### src/slr_regs.vh
/*
  Constants for the four-stage shift/load register.
  Assumes inclusion by the single design file of this block.
*/
`ifndef SLR_REGS_VH
`define SLR_REGS_VH

// Number of storage stages
`define SLR_WIDTH 4
// Stage contents after reset
`define SLR_STAGE_RST 4'h0
// Output buffer entries
`define SLR_BUF_DEPTH 2
// Output buffer occupancy values
`define SLR_CNT_EMPTY 2'h0
`define SLR_CNT_FULL 2'h2

`endif

### src/slr_shift_load_reg.v
/*
  Four-stage register with right shift (serial entry), parallel load and hold,
  updated on the falling edge of the device clock pin. Each new value is also
  pushed into a two-entry output stream buffer.
  Assumes all pin inputs are asynchronous to core_clk_i and that the device
  clock pin is slow enough for its edges to be seen after synchronisation.
*/
`include "slr_regs.vh"
`default_nettype none

module slr_shift_load_reg (
  input wire core_clk_i, // System clock, 100 MHz
  input wire rst_i, // Synchronous reset, active high
  input wire stage_clk_i, // Device clock pin, acts on falling edge
  input wire shift_sel_i, // Shift select level
  input wire load_sel_i, // Load select level
  input wire serial_shift_input_i, // Serial bit for the first stage
  input wire [`SLR_WIDTH-1:0] parallel_load_inputs_i, // Parallel data, bit 0 is first stage
  output wire [`SLR_WIDTH-1:0] stage_o, // Stage outputs, bit 0 is first stage
  output wire out_valid_o, // Buffer holds a word
  output wire [`SLR_WIDTH-1:0] out_data_o, // Oldest buffered register value
  input wire out_ready_i, // Receiver takes the word
  output wire busy_o // Update deferred while buffer full
);

  localparam SYNC_W = 4 + `SLR_WIDTH;

  reg [SYNC_W-1:0] sync1_ff;
  reg [SYNC_W-1:0] sync2_ff;
  reg clk_prev_ff;
  reg pend_ff;
  reg [`SLR_WIDTH-1:0] stage_ff;
  reg [`SLR_WIDTH-1:0] buf_ff [0:`SLR_BUF_DEPTH-1];
  reg wr_ptr_ff;
  reg rd_ptr_ff;
  reg [1:0] cnt_ff;

  reg [`SLR_WIDTH-1:0] nxt_stage;
  reg [1:0] nxt_cnt;
  reg nxt_pend;

  wire clk_s = sync2_ff[SYNC_W-1];
  wire shift_s = sync2_ff[SYNC_W-2];
  wire load_s = sync2_ff[SYNC_W-3];
  wire ser_s = sync2_ff[SYNC_W-4];
  wire [`SLR_WIDTH-1:0] par_s = sync2_ff[`SLR_WIDTH-1:0];

  // Next stage contents; shift has priority over load
  function [`SLR_WIDTH-1:0] f_next_stage;
    input [`SLR_WIDTH-1:0] cur;
    input shift;
    input load;
    input ser;
    input [`SLR_WIDTH-1:0] par;
    begin
      f_next_stage = cur;
      if (shift) begin
        f_next_stage = {cur[`SLR_WIDTH-2:0], ser};
      end else if (load) begin
        f_next_stage = par;
      end
    end
  endfunction

  // Buffer occupancy after a push and a pop in the same cycle
  function [1:0] f_next_cnt;
    input [1:0] cnt;
    input push;
    input take;
    begin
      f_next_cnt = cnt;
      if (push & ~take) begin
        f_next_cnt = cnt + 2'h1;
      end else if (take & ~push) begin
        f_next_cnt = cnt - 2'h1;
      end
    end
  endfunction

  // Buffer has no free entry
  function f_is_full;
    input [1:0] cnt;
    begin
      f_is_full = (cnt == `SLR_CNT_FULL);
    end
  endfunction

  // Buffer holds no word
  function f_is_empty;
    input [1:0] cnt;
    begin
      f_is_empty = (cnt == `SLR_CNT_EMPTY);
    end
  endfunction

  // High to low step of a synchronised level
  function f_fall;
    input prev;
    input cur;
    begin
      f_fall = prev & ~cur;
    end
  endfunction

  wire fall = f_fall(clk_prev_ff, clk_s);
  wire can_push = ~f_is_full(cnt_ff);
  wire pop = out_valid_o & out_ready_i;
  wire go = (fall | pend_ff) & can_push;

  // First synchroniser stage for every pin input
  always @(posedge core_clk_i) begin
    if (rst_i) begin
      sync1_ff <= {SYNC_W{1'h0}};
    end else begin
      sync1_ff <= {stage_clk_i, shift_sel_i, load_sel_i, serial_shift_input_i,
                   parallel_load_inputs_i};
    end
  end

  // Second synchroniser stage; only this stage is read by logic
  always @(posedge core_clk_i) begin
    if (rst_i) begin
      sync2_ff <= {SYNC_W{1'h0}};
    end else begin
      sync2_ff <= sync1_ff;
    end
  end

  // Previous synchronised clock pin level for edge detection
  always @(posedge core_clk_i) begin
    if (rst_i) begin
      clk_prev_ff <= 1'h0;
    end else begin
      clk_prev_ff <= clk_s;
    end
  end

  always @* begin
    nxt_stage = f_next_stage(stage_ff, shift_s, load_s, ser_s, par_s);
  end

  always @* begin
    nxt_cnt = f_next_cnt(cnt_ff, go, pop);
  end

  // An edge seen while the buffer is full waits for space
  always @* begin
    nxt_pend = (fall | pend_ff) & ~can_push;
  end

  always @(posedge core_clk_i) begin
    if (rst_i) begin
      stage_ff <= `SLR_STAGE_RST;
    end else if (go) begin
      stage_ff <= nxt_stage;
    end
  end

  always @(posedge core_clk_i) begin
    if (rst_i) begin
      pend_ff <= 1'h0;
    end else begin
      pend_ff <= nxt_pend;
    end
  end

  always @(posedge core_clk_i) begin
    if (rst_i) begin
      buf_ff[0] <= `SLR_STAGE_RST;
      buf_ff[1] <= `SLR_STAGE_RST;
    end else if (go) begin
      buf_ff[wr_ptr_ff] <= nxt_stage;
    end
  end

  always @(posedge core_clk_i) begin
    if (rst_i) begin
      wr_ptr_ff <= 1'h0;
    end else if (go) begin
      wr_ptr_ff <= ~wr_ptr_ff;
    end
  end

  always @(posedge core_clk_i) begin
    if (rst_i) begin
      rd_ptr_ff <= 1'h0;
    end else if (pop) begin
      rd_ptr_ff <= ~rd_ptr_ff;
    end
  end

  always @(posedge core_clk_i) begin
    if (rst_i) begin
      cnt_ff <= `SLR_CNT_EMPTY;
    end else begin
      cnt_ff <= nxt_cnt;
    end
  end

  assign stage_o = stage_ff;
  assign out_valid_o = ~f_is_empty(cnt_ff);
  assign out_data_o = buf_ff[rd_ptr_ff];
  assign busy_o = pend_ff;

endmodule

`default_nettype wire

### config.mk
export PLATFORM = sky130hd
export DESIGN_NAME = slr_shift_load_reg
export DESIGN_NICKNAME = d
export VERILOG_FILES = /design/src/slr_shift_load_reg.v
export VERILOG_INCLUDE_DIRS = /design/src
export SDC_FILE = /design/constraint.sdc
export NUM_CORES = 1
export LEC_CHECK = 0
export BUFFER_PORTS_ARGS = -buffer_cell sky130_fd_sc_hd__buf_2
export CORE_MARGIN = 10
export CORE_UTILIZATION = 45
export DETAILED_ROUTE_END_ITERATION = 6
export PLACE_DENSITY = 0.75
export SLEW_MARGIN = 20
export SYNTH_ARGS = -nofsm -noshare
export SYNTH_HDL_FRONTEND = slang
export SYNTH_SLANG_ARGS = --single-unit
### constraint.sdc
create_clock -name core_clk_i -period 2.6 [get_ports core_clk_i]
set_clock_uncertainty 0.05 [all_clocks]
set_input_delay 0 -clock core_clk_i [delete_from_list [all_inputs] [get_ports core_clk_i]]
set_output_delay 0 -clock core_clk_i [all_outputs]
set_load 0.02 [all_outputs]
==> flow_summary.toml <==
[clock_tree]
cts_hold_buf = 9
cts-root-buf = "clkbuf_4"
clock_latency_ns = 0.32
clk_pin_slew_ns = 0.10
cts_resized = 0
cts_buffers = 5
htreeDepth = 2
cts_tree = "built"
clockBufferDepth = 2
cts.sinks = 35
cts_setup_buffers = 0

[logic_synthesis]
synth-main-ff-cell = "dfxtp_1"
synthCells = 110
yosysSeqAreaShare_pct = 56.6
synth_enable_flop_cells = 8
synth_area_um2 = 1380
synthTopCellsByCount = "dfxtp_1 (27), nor2b_1 (18), nor2_1 (9)"
synth_warnings = 0
ys_types = 26
synth_nets = 122
synth-seq-cells = 35
synth_area_per_cell_um2 = 12.5
synth.most_common_cell = "dfxtp_1"
synth-async-reset-ratio_pct = 0
yosys-top-cells-area = "dfxtp_1 (39%), edfxtp_1 (17%), nor2b_1 (8.2%)"
synth_top_area_share_pct = 39.2
yosysTopAreaCell = "dfxtp_1"

[setup_path]
critPathArrivalTime_ns = 1.94
critPathMaxFanout = 9
worstSetupPathType = "reg2reg"
required_ns = 2.80
worstSetupStartpointType = "register"
endpoint_kind = "register"

[timing]
finalCriticalPeriod_ns = 1.73
fin_tns_setup_ns = 0
max_freq_mhz = 578
rsz0062_at_grt = "no"
fin_crit_sh_pct = 66.6
setup_viol = 0
relSlewSlack_pct = 59.0
worst_slew_pin_slew_ns = 0.609
slew_violations = 0
finalHoldViolations = 0

[detailed_routing]
antenna_left = 0
vias_per_cell = 4.72
drt-total-wl_um = 2110
drc = 0
vias = 830
drt_iter0_drc = 28
first_pass_iters = 3
wl_per_cell_um = 12.0

[die]
fp.dieW_um = 75.4
start_util_pct = 45.9
dieArea_um2 = 5680
die_h_um = 75.4
core_um2 = 3000
rows = 20
io_pins = 21

[place]
io_buffers = 20
dp.cells = 159
gp_congestion = 0.774
dp_hpwl_um = 1510

[cells_and_area]
drive_gt1_share_pct = 34.3
area.growth.synth_to_final_pct = 20.3
final_nets = 154
fillCellCount = 258
antennaDiodeCount = 0
fin_cells = 176
final_core_util_pct = 55.3

[power_and_ir_drop]
power.switching_mw = 0.309
vdd_drop_max_mv = 0.446
p_leak_nw = 0.640
seqPwrFrac_pct = 54.2
comb_power_share_pct = 18.3
powerDensity_nw_per_um2 = 706
p_int_mw = 0.863
clockPowerShare_pct = 27.5
sw_frac_of_total_pct = 26.4

[global_route]
antenna_found_initial = 0
grt_max_degree = 24
grt_pass1_vias = 856
gr-usage-all-layers_pct = 8.88
overflow = 0
grt_pass1_wl_um = 3730

[outcome]
outcome = "completed"

[job]
cap_violations = 0

[min_path]
hold_path_class = "in2reg"
## cell families (layout without fill, tap and decap cells)
family / count (synthesis) / in the layout / synth area share [%]
flops: 35 / 35 / 56.6
buf+inv: 6 / 39 / 2.99
xor+xnor: 4 / 4 / 2.54
mux: 12 / 12 / 13.3
fa+ha+maj: 1 / 1 / 0.907
compound gates: 9 / 9 / 4.45
simple gates: 43 / 43 / 19.1
## stage by stage
step / power [mW] / setup WS [ns] / hold WS [ns] / area (um2)
6_report: 1.17 / 0.869 / 0.0216 / 1660
4_1_cts: 1.19 / 0.856 / 0.0193 / 1660
5_1_grt: 1.25 / 0.775 / 0.0386 / 1660
3_5_place_dp: 0.856 / 0.883 / 0.162 / 1500
2_1_floorplan: 0.803 / 0.947 / 0.0216 / 1380
3_3_place_gp: 0.848 / 0.938 / 0.160 / 1500
## final cells by class
cell class                 instances  area (um2)  share of cell area, %
clock buffer                       8        68.8                   4.15
inverter                           2        21.3                   1.28
multi-input combinational         69         557                   33.6
sequential                        35         781                   47.1
tap                               33        41.3                   2.49
timing repair buffer              29         190                   11.5
## routing by layer
metal	vias up	track usage (%)	share of wire [%]
met2	19	13.8	49
met4	0	6.19	1.0
li1	434	-	-
met3	2	3.78	5.3
met5	-	0	0
met1	375	9.59	45
## flip-flops by register name (all words and copies together) (netlist names), named ones only
name / flops
sync1_ff: 8
cnt_ff: 2
clk_prev_ff: 1
sync2_ff: 8
wr_ptr_ff: 1
buf_ff: 8
rd_ptr_ff: 1
stage_o: 4
busy_o: 1
## power by group through the flow
| stage | Sequential [mW] | Clock, mW | Combinational, mW |
|---|---|---|---|
| after floorplan | 0.636 | 0 | 0.167 |
| after global placement | 0.646 | 0 | 0.203 |
| after detailed placement | 0.649 | 0 | 0.207 |
| after CTS | 0.637 | 0.338 | 0.218 |
| after global routing | 0.644 | 0.363 | 0.238 |
| final | 0.635 | 0.322 | 0.214 |
## path summary, 6_finish.rpt
path	start	end	slack, ns	cells after the start
worst min register to register	sync1_ff[1]$_SDFF_PP0_	sync2_ff[1]$_SDFF_PP0_	0.39	1
worst max-delay path	cnt_ff[0]$_SDFFE_PP0P_	cnt_ff[1]$_SDFFE_PP0P_	0.87	6
worst min-delay path	rst_i	sync1_ff[0]$_SDFF_PP0_	0.02	2
worst max register to register	cnt_ff[0]$_SDFFE_PP0P_	cnt_ff[1]$_SDFFE_PP0P_	0.87	6
## worst max-delay path, stage by stage, from the launching register on
cell      delay [ns]
dfxtp_1         0.35
nand2b_2        0.21
o21ai_4         0.11
clkinv_8        0.11
ha_1            0.34
or3_1           0.35
a21oi_1         0.14
## placed cells by master (no fill, tap or decap), types with 3 or more instances in the layout
master         instances
dfxtp_1               27
buf_2                 20
nor2b_1               18
nor2_1                 9
dlygate4sd3_1          9
edfxtp_1               8
nand2_1                7
mux2_2                 7
clkbuf_4               5
mux2i_4                4
nor3_2                 4
o22ai_1                4
o21ai_0                3
xor2_1                 3
(Power assumes the default switching activity.)
